<file path="src/hw/codec_power_pkg.sv">
// Contract
// - reg 09h bit 9: right PGA, reset 0
// - reg 09h bit 8: left PGA, reset 0
// - reg 09h bit 7: right input mixer, reset 0
// - reg 09h bit 6: left input mixer, reset 0
// - reg 09h bit 1: right output mixer, reset 0
// - reg 09h bit 0: left output mixer, reset 0
// - reg 0Bh bit 13: highpass filter, reset 1
// - reg 0Bh bit 8: timeout slow clock, reset 0
package codec_power_pkg;

  // register port widths
  localparam int ADDR_W = 8;
  localparam int DATA_W = 16;
  typedef logic [ADDR_W-1:0] addr_t;
  typedef logic [DATA_W-1:0] word_t;

  // register offsets
  localparam addr_t IN_OUT_MIX_OFFSET   = 8'h09;
  localparam addr_t OUT_DRIVER_OFFSET   = 8'h0a;
  localparam addr_t CONV_CLOCK_OFFSET   = 8'h0b;

  // number of registers and their slot order
  localparam int NUM_REGS  = 3;
  localparam int SLOT_MIX  = 0;
  localparam int SLOT_DRV  = 1;
  localparam int SLOT_CONV = 2;

  // input_output_mixer_power field positions
  localparam int AUX_RIGHT_AMP_ON_POS    = 11;
  localparam int AUX_LEFT_AMP_ON_POS     = 10;
  localparam int RIGHT_PGA_ON_POS        = 9;
  localparam int LEFT_PGA_ON_POS         = 8;
  localparam int RIGHT_IN_MIXER_ON_POS   = 7;
  localparam int LEFT_IN_MIXER_ON_POS    = 6;
  localparam int FOURTH_OUTPUT_ON_POS    = 5;
  localparam int THIRD_OUTPUT_ON_POS     = 4;
  localparam int RIGHT_OUT_MIXER_ON_POS  = 1;
  localparam int LEFT_OUT_MIXER_ON_POS   = 0;

  // output_driver_power field positions
  localparam int BEEP_PATH_ON_POS            = 7;
  localparam int SECOND_OUTPUT_RIGHT_ON_POS  = 3;
  localparam int SECOND_OUTPUT_LEFT_ON_POS   = 2;
  localparam int FIRST_OUTPUT_RIGHT_ON_POS   = 1;
  localparam int FIRST_OUTPUT_LEFT_ON_POS    = 0;

  // converter_clock_power field positions
  localparam int CODEC_SYS_CLOCK_ON_POS    = 14;
  localparam int ADC_HIGHPASS_ON_POS       = 13;
  localparam int TIMEOUT_SLOW_CLOCK_ON_POS = 8;
  localparam int RIGHT_DAC_ON_POS          = 5;
  localparam int LEFT_DAC_ON_POS           = 4;
  localparam int RIGHT_ADC_ON_POS          = 3;
  localparam int LEFT_ADC_ON_POS           = 2;

  // implemented-bit masks, built from the field positions
  localparam word_t IN_OUT_MIX_MASK = word_t'(
      (1 << AUX_RIGHT_AMP_ON_POS) | (1 << AUX_LEFT_AMP_ON_POS) |
      (1 << RIGHT_PGA_ON_POS) | (1 << LEFT_PGA_ON_POS) |
      (1 << RIGHT_IN_MIXER_ON_POS) | (1 << LEFT_IN_MIXER_ON_POS) |
      (1 << FOURTH_OUTPUT_ON_POS) | (1 << THIRD_OUTPUT_ON_POS) |
      (1 << RIGHT_OUT_MIXER_ON_POS) | (1 << LEFT_OUT_MIXER_ON_POS));
  localparam word_t OUT_DRIVER_MASK = word_t'(
      (1 << BEEP_PATH_ON_POS) | (1 << SECOND_OUTPUT_RIGHT_ON_POS) |
      (1 << SECOND_OUTPUT_LEFT_ON_POS) | (1 << FIRST_OUTPUT_RIGHT_ON_POS) |
      (1 << FIRST_OUTPUT_LEFT_ON_POS));
  localparam word_t CONV_CLOCK_MASK = word_t'(
      (1 << CODEC_SYS_CLOCK_ON_POS) | (1 << ADC_HIGHPASS_ON_POS) |
      (1 << TIMEOUT_SLOW_CLOCK_ON_POS) | (1 << RIGHT_DAC_ON_POS) |
      (1 << LEFT_DAC_ON_POS) | (1 << RIGHT_ADC_ON_POS) | (1 << LEFT_ADC_ON_POS));

  // reset values
  localparam word_t IN_OUT_MIX_RESET = 16'h0000;
  localparam word_t OUT_DRIVER_RESET = 16'h0000;
  localparam word_t CONV_CLOCK_RESET = word_t'(1 << ADC_HIGHPASS_ON_POS);

  // per-slot tables used by the generate loop
  localparam addr_t REG_OFFSET [NUM_REGS] = '{IN_OUT_MIX_OFFSET, OUT_DRIVER_OFFSET,
                                              CONV_CLOCK_OFFSET};
  localparam word_t REG_MASK   [NUM_REGS] = '{IN_OUT_MIX_MASK, OUT_DRIVER_MASK,
                                              CONV_CLOCK_MASK};
  localparam word_t REG_RESET  [NUM_REGS] = '{IN_OUT_MIX_RESET, OUT_DRIVER_RESET,
                                              CONV_CLOCK_RESET};

  // stereo adc pair bits
  localparam word_t ADC_PAIR_MASK = word_t'((1 << RIGHT_ADC_ON_POS) | (1 << LEFT_ADC_ON_POS));

endpackage : codec_power_pkg

</file>
<file path="src/hw/power_reg_word.sv">
`timescale 1ns/1ns
// one masked power-enable register word
module power_reg_word #(
  parameter codec_power_pkg::word_t WORD_MASK = 16'hffff,
  parameter codec_power_pkg::word_t RESET_VAL = 16'h0000
) (
  // clock and reset
  input  wire logic                   ref_clk_in,
  input  wire logic                   nrst_in,
  // write side
  input  wire logic                   wr_in,
  input  wire codec_power_pkg::word_t wdata_in,
  // stored word
  output      codec_power_pkg::word_t q_out
);
  import codec_power_pkg::*;

  word_t next_q;  // value for the next edge

  // load masked data on a write, hold otherwise
  always_comb begin
    next_q = q_out;
    if (wr_in) begin
      next_q = wdata_in & WORD_MASK;
    end
  end

  // register only; reset value is a masked constant
  always_ff @(posedge ref_clk_in or negedge nrst_in) begin
    if (!nrst_in) begin
      q_out <= RESET_VAL & WORD_MASK;
    end else begin
      q_out <= next_q;
    end
  end

endmodule : power_reg_word

</file>
<file path="src/hw/codec_power_enable_regs.sv">
`timescale 1ns/1ns
// three codec power-enable registers behind a simple register port
module codec_power_enable_regs (
  // clock and reset
  input  wire logic                   ref_clk_in,
  input  wire logic                   nrst_in,
  // register port
  input  wire logic                   reg_wr_in,
  input  wire logic                   reg_rd_in,
  input  wire codec_power_pkg::addr_t reg_addr_in,
  input  wire codec_power_pkg::word_t reg_wdata_in,
  output      codec_power_pkg::word_t reg_rdata_out,
  output      logic                   reg_rvalid_out,
  output      logic                   reg_addr_err_out,
  // input and mixer enables
  output      logic                   aux_right_amp_on_out,
  output      logic                   aux_left_amp_on_out,
  output      logic                   right_pga_on_out,
  output      logic                   left_pga_on_out,
  output      logic                   right_in_mixer_on_out,
  output      logic                   left_in_mixer_on_out,
  output      logic                   fourth_output_on_out,
  output      logic                   third_output_on_out,
  output      logic                   right_out_mixer_on_out,
  output      logic                   left_out_mixer_on_out,
  // output driver enables
  output      logic                   beep_path_on_out,
  output      logic                   second_output_right_on_out,
  output      logic                   second_output_left_on_out,
  output      logic                   first_output_right_on_out,
  output      logic                   first_output_left_on_out,
  // converter and clock enables
  output      logic                   codec_sys_clock_on_out,
  output      logic                   adc_highpass_on_out,
  output      logic                   timeout_slow_clock_on_out,
  output      logic                   right_dac_on_out,
  output      logic                   left_dac_on_out,
  output      logic                   right_adc_on_out,
  output      logic                   left_adc_on_out,
  // stereo adc pair started by one write
  output      logic                   adc_pair_start_out
);
  import codec_power_pkg::*;

  // decode and storage
  // hit is one-hot or all zero, since the offsets are distinct
  logic [NUM_REGS-1:0] hit;             // address matches slot
  logic [NUM_REGS-1:0] slot_wr;         // write strobe per slot
  word_t               word [NUM_REGS]; // stored register words
  logic                any_hit;         // address maps to a register

  // read pipeline next values
  word_t               next_rdata;      // next read data
  logic                next_rvalid;     // next read-valid pulse
  logic                next_addr_err;   // next unmapped-access pulse

  // stereo pair detection next value
  // the pair check reads the stored word, not the bus data alone
  logic                next_pair_start; // both adcs turned on together
  word_t               old_conv;        // converter word before write

  // per-register address decode and storage
  // one register word per slot; masks and reset values come from the package
  genvar g;
  generate
    for (g = 0; g < NUM_REGS; g++) begin : g_reg
      // match this register's offset
      assign hit[g]     = (reg_addr_in == REG_OFFSET[g]);
      // write lands in this register only; the offsets are distinct,
      // so at most one slot is struck per cycle
      assign slot_wr[g] = reg_wr_in & hit[g];

      power_reg_word #(
        // only listed bits keep what is written
        .WORD_MASK (REG_MASK[g]),
        // highpass bit of the converter word resets to one
        .RESET_VAL (REG_RESET[g])
      ) power_reg_word_inst (
        .ref_clk_in (ref_clk_in),
        .nrst_in    (nrst_in),
        .wr_in      (slot_wr[g]),
        .wdata_in   (reg_wdata_in),
        .q_out      (word[g])
      );
    end
  endgenerate

  // any register at this address
  // reads and writes both count, so a stray write is flagged as well
  assign any_hit = |hit;

  // converter word as it stood before any write this cycle
  // (the flop output, not the incoming write data)
  assign old_conv = word[SLOT_CONV];

  // read mux, valid pulse and unmapped-access flag
  // the mux reads the stored words before this edge, so a read and a
  // write to one offset in the same cycle return the old contents
  always_comb begin
    // defaults: nothing to answer
    next_rdata    = 16'h0000;
    next_rvalid   = 1'b0;
    next_addr_err = 1'b0;
    if (reg_rd_in) begin
      // answer every read one cycle later
      next_rvalid = 1'b1;
      for (int i = 0; i < NUM_REGS; i++) begin
        if (hit[i]) begin
          // at most one slot hits; its word is already masked
          next_rdata = word[i];
        end
      end
    end
    // flag either kind of access to an unmapped offset
    if ((reg_rd_in || reg_wr_in) && !any_hit) begin
      // unmapped access: reads give zero, writes dropped
      next_addr_err = 1'b1;
    end
  end

  // read pipeline registers
  // registering here keeps every port answer on a flop
  always_ff @(posedge ref_clk_in or negedge nrst_in) begin
    if (!nrst_in) begin
      // nothing pending out of reset
      reg_rdata_out    <= 16'h0000;
      reg_rvalid_out   <= 1'b0;
      reg_addr_err_out <= 1'b0;
    end else begin
      // one-cycle pulses, data back to zero when idle
      reg_rdata_out    <= next_rdata;
      reg_rvalid_out   <= next_rvalid;
      reg_addr_err_out <= next_addr_err;
    end
  end

  // flag a write that turns both adcs on from both off
  // comparing with the word before the write keeps a rewrite of a
  // running pair, or a second write that finishes a split enable,
  // from raising the pulse
  always_comb begin
    // default: no pulse
    next_pair_start = 1'b0;
    if (slot_wr[SLOT_CONV] &&
        ((reg_wdata_in & ADC_PAIR_MASK) == ADC_PAIR_MASK) &&
        ((old_conv & ADC_PAIR_MASK) == 16'h0000)) begin
      // both bits set by this one write
      next_pair_start = 1'b1;
    end
  end

  // pair start pulse register
  // one-cycle pulse, cleared by the next edge
  always_ff @(posedge ref_clk_in or negedge nrst_in) begin
    if (!nrst_in) begin
      // no pulse out of reset
      adc_pair_start_out <= 1'b0;
    end else begin
      // follow the detector
      adc_pair_start_out <= next_pair_start;
    end
  end

  // input and mixer enables straight from the stored word; each bit is a
  // flop inside its register word, so a write reaches the pin at the edge
  // that takes it and reset clears the pin together with the word
  // aux right amplifier
  assign aux_right_amp_on_out   = word[SLOT_MIX][AUX_RIGHT_AMP_ON_POS];
  assign aux_left_amp_on_out    = word[SLOT_MIX][AUX_LEFT_AMP_ON_POS];
  assign right_pga_on_out       = word[SLOT_MIX][RIGHT_PGA_ON_POS];
  assign left_pga_on_out        = word[SLOT_MIX][LEFT_PGA_ON_POS];
  assign right_in_mixer_on_out  = word[SLOT_MIX][RIGHT_IN_MIXER_ON_POS];
  assign left_in_mixer_on_out   = word[SLOT_MIX][LEFT_IN_MIXER_ON_POS];
  assign fourth_output_on_out   = word[SLOT_MIX][FOURTH_OUTPUT_ON_POS];
  assign third_output_on_out    = word[SLOT_MIX][THIRD_OUTPUT_ON_POS];
  assign right_out_mixer_on_out = word[SLOT_MIX][RIGHT_OUT_MIXER_ON_POS];
  assign left_out_mixer_on_out  = word[SLOT_MIX][LEFT_OUT_MIXER_ON_POS];

  // output driver enables, all off after reset; bits 6 to 4 and the
  // upper byte of this word hold no flop and read zero
  // beep mixer path
  assign beep_path_on_out           = word[SLOT_DRV][BEEP_PATH_ON_POS];
  assign second_output_right_on_out = word[SLOT_DRV][SECOND_OUTPUT_RIGHT_ON_POS];
  assign second_output_left_on_out  = word[SLOT_DRV][SECOND_OUTPUT_LEFT_ON_POS];
  assign first_output_right_on_out  = word[SLOT_DRV][FIRST_OUTPUT_RIGHT_ON_POS];
  assign first_output_left_on_out   = word[SLOT_DRV][FIRST_OUTPUT_LEFT_ON_POS];

  // converter and clock enables; the highpass bit is the only one that
  // comes out of reset on, so a cleared converter word reads 2000h
  // codec system clock gate
  assign codec_sys_clock_on_out    = word[SLOT_CONV][CODEC_SYS_CLOCK_ON_POS];
  assign adc_highpass_on_out       = word[SLOT_CONV][ADC_HIGHPASS_ON_POS];
  assign timeout_slow_clock_on_out = word[SLOT_CONV][TIMEOUT_SLOW_CLOCK_ON_POS];
  assign right_dac_on_out          = word[SLOT_CONV][RIGHT_DAC_ON_POS];
  assign left_dac_on_out           = word[SLOT_CONV][LEFT_DAC_ON_POS];
  assign right_adc_on_out          = word[SLOT_CONV][RIGHT_ADC_ON_POS];
  assign left_adc_on_out           = word[SLOT_CONV][LEFT_ADC_ON_POS];

endmodule : codec_power_enable_regs

</file>
<file path="config.mk">
export PLATFORM = sky130hd
export DESIGN_NAME = codec_power_enable_regs
export DESIGN_NICKNAME = d
export VERILOG_FILES = /design/src/hw/codec_power_pkg.sv /design/src/hw/power_reg_word.sv /design/src/hw/codec_power_enable_regs.sv
export SDC_FILE = /design/constraint.sdc
export NUM_CORES = 1
export LEC_CHECK = 0
export BUFFER_PORTS_ARGS = -buffer_cell sky130_fd_sc_hd__buf_2
export CAP_MARGIN = 20
export CORE_ASPECT_RATIO = 0.5
export CORE_UTILIZATION = 40
export CTS_BUF_LIST = sky130_fd_sc_hd__clkbuf_4
export CTS_CLUSTER_DIAMETER = 30
export DETAILED_ROUTE_END_ITERATION = 7
export HOLD_SLACK_MARGIN = 0.15
export PLACE_DENSITY_LB_ADDON = 0.3
export SETUP_SLACK_MARGIN = 0.2
export SYNTH_ARGS = -nofsm -noshare
export SYNTH_HDL_FRONTEND = slang
export SYNTH_SLANG_ARGS = --single-unit
</file>
<file path="constraint.sdc">
create_clock -name ref_clk_in -period 0.8 [get_ports ref_clk_in]
set_input_delay 0.16 -clock ref_clk_in [delete_from_list [all_inputs] [get_ports ref_clk_in]]
set_output_delay 0.16 -clock ref_clk_in [all_outputs]
set_load 0.01 [all_outputs]
</file>
==> results.md <==
- For the finished layout, the period the worst path requires is 1.18 ns.
- The most common cell in the synthesized netlist is sky130_fd_sc_hd__dfrtp_1.
- The kind of end point of the critical path is an output port.
- The count of max-cap constraint violations is 0.
- The category of the worst setup path launch point is a flop.
- The number of antenna violations at the first check in global routing is 0.
- The fraction of synthesized cell area taken by the top area cell type is 62.7%.
- Summing the areas of all xor and xnor instances in the mapped netlist gives 0% of the synthesized area.
- The share of the synthesized area in compound gates (AO/OA/AOI/OAI) is 3.79%.
- The data arrival time of the worst path is 1.02 ns.
- The number of placed cells counting well taps is 228.
- The initial DRC count is 58.
- The clock-pin slew on the worst setup and hold paths is 0.11 ns.
- The detailed-route DRC error count is 0.
- The cell-internal power is 2.67 mW.
- The share of the Yosys chip area taken by registers is 64.4%.
- For this run, the top clock speed supported by timing is 0.850 GHz.
- The number of clock buffers added by TritonCTS is 5.
- Net switching is 26.0% of the power.
- Summing every instance area after synthesis gives 0.00152 sq mm.
- The port buffer count is 64.
- Across every metal layer, demand over resource in global routing totals 21.0%.
- The slowest library cell on the worst path is sky130_fd_sc_hd__dfstp_2.
- The first global-routing pass estimated 5.95 mm of wire.
- The cell count after synthesis came out at 103.
- The number of inserted diodes is 0.
- The most used flip-flop cell after synthesis is sky130_fd_sc_hd__dfrtp_1.
- Global routing finished with a remaining overflow of 0.
- The cell type with the highest aggregate area in the netlist is sky130_fd_sc_hd__dfrtp_1.
- The count of different cell masters after synthesis is 24.
- 69 I/O pins were placed.
- The critical path's largest stage delay is 0.56 ns.
- The average size of a mapped cell is 14.7 sq um.
- Once layout is done, the placed cells without fillers occupy 0.00257 sq mm.
- The final route contains 1314 vias.
- Per report_power, the clock group accounts for 26.3% of the total.
- The largest family of logic cells by synthesized area is multiplexers.
- At the placement stage, the worst setup path has a slack of -0.711 ns.
- The tightest hold path in the finished design has a slack of -0.335 ns.
- In this run, synthesis inferred 0 flip-flops with an integrated enable.
- The master cell of the clock root buffer is sky130_fd_sc_hd__clkbuf_4.
- Row generation in the floorplan step produced 15 rows.
- The total number of clock tree sinks is 39.
- The checks that failed: negative hold slack, negative setup slack.
- Counting flops with an async set or reset pin after synthesis yields a share of 100%.
- Adding up every negative setup slack in the final design gives -16.99 ns.
- The kind of critical path is flop to output port.
- The count of nets left with antenna violations once routing finished came out at 0.
- The signal on the critical path passes through buf_6.
- For this run, the share of the core covered by cells in the final layout is 73.0%.
- Entering global routing, the biggest net connects 17 pins.
- The number of global-route vias before repair is 1211.
- The path class of the tightest hold or removal check is primary input to asynchronous set/reset pin.
- Dividing the detail-routed via count by the number of cells gives 4.85.
- Ranked by total cell area, the synthesized netlist is headed by sky130_fd_sc_hd__dfrtp_1 63%, sky130_fd_sc_hd__mux2_2 16%, sky130_fd_sc_hd__a22oi_1 3.0%.
- The post-synthesis adder-cell area fraction is 0%.
- The clock skew is 0.00972 ns.
- The completed layout was analyzed and its total power is 3.60 mW.
- The leakage power summed over all cells is 1.40 nW.
- In this run the horizontal extent of the chip is 89.1 um.
- The number of synthesis warnings is 0.
- The clock tree from TritonCTS is done.
- The portion of total power attributed to combinational logic is 16.2%.
- The wire-length estimate of the detail-placed layout is 2.49 mm.
- The proportion of synthesized area in mux cells is 17.6%.
- The effective utilization at floorplan is 43.0%.
- The sequential power share is 57.5%.
- Setup repair after global routing could not meet its margin everywhere.
- The kind of cell with the highest combined delay on the critical path is flip-flops.
- Relative to the synthesized area, the layout overhead comes to 69.7%.
- The maximum fanout along the worst path is 2.
- The number of H-tree branching levels is 2.
- Cells with a size suffix above 1 make up 73.2% of the layout.
- The die height is 45.6 um.
- The maximum count of clock buffers along a single path is 2.
- Ranked by instance count, the synthesized netlist is headed by 38 x sky130_fd_sc_hd__dfrtp_1, 22 x sky130_fd_sc_hd__mux2_2, 6 x sky130_fd_sc_hd__a22oi_1, 6 x sky130_fd_sc_hd__and3_1, 6 x sky130_fd_sc_hd__nor2_1.
- The setup violation total in the final timing report is 77.
- The final estimated routing congestion in global placement is 0.699.
- The smallest setup slack after layout is -0.377 ns.
- The standard cell area after detailed placement is 0.00200 sq mm.
- The total count of hold-check failures in the final report is 40.
- The switching power is 937 uW.
- The count of cells in the finished layout, fillers not included, comes to 271.
- The floorplan step defined a die boundary enclosing 0.00406 sq mm.
- The final layout net count is 248.
- The clock latency on the worst-skew pair is 0.35 ns.
- The number of max-slew violations in the final report was 0.
- The detailed-router iteration count before antenna repair is 4.
- Wires add up to 4.48 mm.
- The flip-flop and latch count after synthesis is 39.
- In this run the power density over the cells is 1400 mW/mm^2.
- Counting both buffers and inverters, the worst setup path holds a total of 1.
- Dividing the final minimum period by the clock period gives 147%.
- The worst-case IR drop observed on VDD is 0.000757 V.
- The mean routed wirelength per cell is 16.5 um.
- Of the total synthesized cell area, the portion taken by AND, OR, NAND and NOR gates is 12.4%.
- The run finished, with violations left.
- In this run the standard cell core region covers 0.00353 sq mm.
- The worst endpoint required time is 0.64 ns.
-- cell families after synthesis --
group | after synthesis
AOI/OAI and AO/OA | 8
buffers and inverters | 4
DFF | 39
muxes | 24
other | 1
and+or+nand+nor | 27
-- final cells by class --
| cell class | instances | area (sq um) |
|---|---|---|
| clock buffer | 5 | 37.5 |
| fill | 229 | 953 |
| multi-input combinational | 61 | 623 |
| timing repair buffer | 113 | 865 |
| tap | 51 | 63.8 |
| sequential | 39 | 977 |
| clock inverter | 2 | 8.76 |
-- flip-flops by register name, summed over array words and instances, names as in the netlist --
register,count
reg_rdata_out,14
reg_rvalid_out,1
reg_addr_err_out,1
adc_pair_start_out,1
g.power_reg_word_inst.q_out,22
-- placed cells by master (no fill, tap or decap), types with 5 or more instances in the layout --
cell	count
sky130_fd_sc_hd__buf_4	21
sky130_fd_sc_hd__and3_1	5
sky130_fd_sc_hd__clkbuf_4	5
sky130_fd_sc_hd__mux2_2	20
sky130_fd_sc_hd__buf_6	31
sky130_fd_sc_hd__buf_2	58
sky130_fd_sc_hd__dfrtp_1	38
sky130_fd_sc_hd__a22oi_2	6
sky130_fd_sc_hd__nor2_1	6
-- layer usage --
metal / global-route usage, % / vias to the layer above / wire, um
met5: 0 / - / 0
li1: - / 603 / -
met2: 35.7 / 38 / 2280
met3: 8.51 / 6 / 205
met1: 25.3 / 667 / 1950
met4: 5.40 / 0 / 46
-- path summary, 6_finish.rpt --
path | from | to | slack [ns] | cells past startpoint
worst max-delay path | g_reg[2].power_reg_word_inst.q_out[13] | adc_highpass_on_out | -0.38 | 1
worst min-delay path | nrst_in | reg_rdata_out[7] | -0.33 | 1
worst max register to register | g_reg[2].power_reg_word_inst.q_out[2] | adc_pair_start_out | -0.25 | 3
worst min register to register | g_reg[0].power_reg_word_inst.q_out[11] | g_reg[0].power_reg_word_inst.q_out[11] | 0.55 | 1
max in group asynchronous | nrst_in | reg_rdata_out[4] | 0.73 | 2
min in group ref_clk_in | reg_rd_in | reg_rvalid_out | -0.02 | 1
-- timing repair --
action,4_1_cts,5_1_grt
gates cloned,1,0
pin swaps,9,11
endpoints found under the setup margin,77,77
setup buffers,20,15
resized for setup,34,20
endpoints found under the hold margin,68,68
-- power groups by stage --
stage,Combinational [mW],Clock [mW],Sequential (mW)
2_1_floorplan,0.0949,0,2.13
3_3_place_gp,0.349,0,2.11
3_5_place_dp,0.357,0,2.11
4_1_cts,0.482,0.945,2.07
5_1_grt,0.622,1.06,2.08
6_report,0.583,0.949,2.07
(Power assumes the default switching activity.)
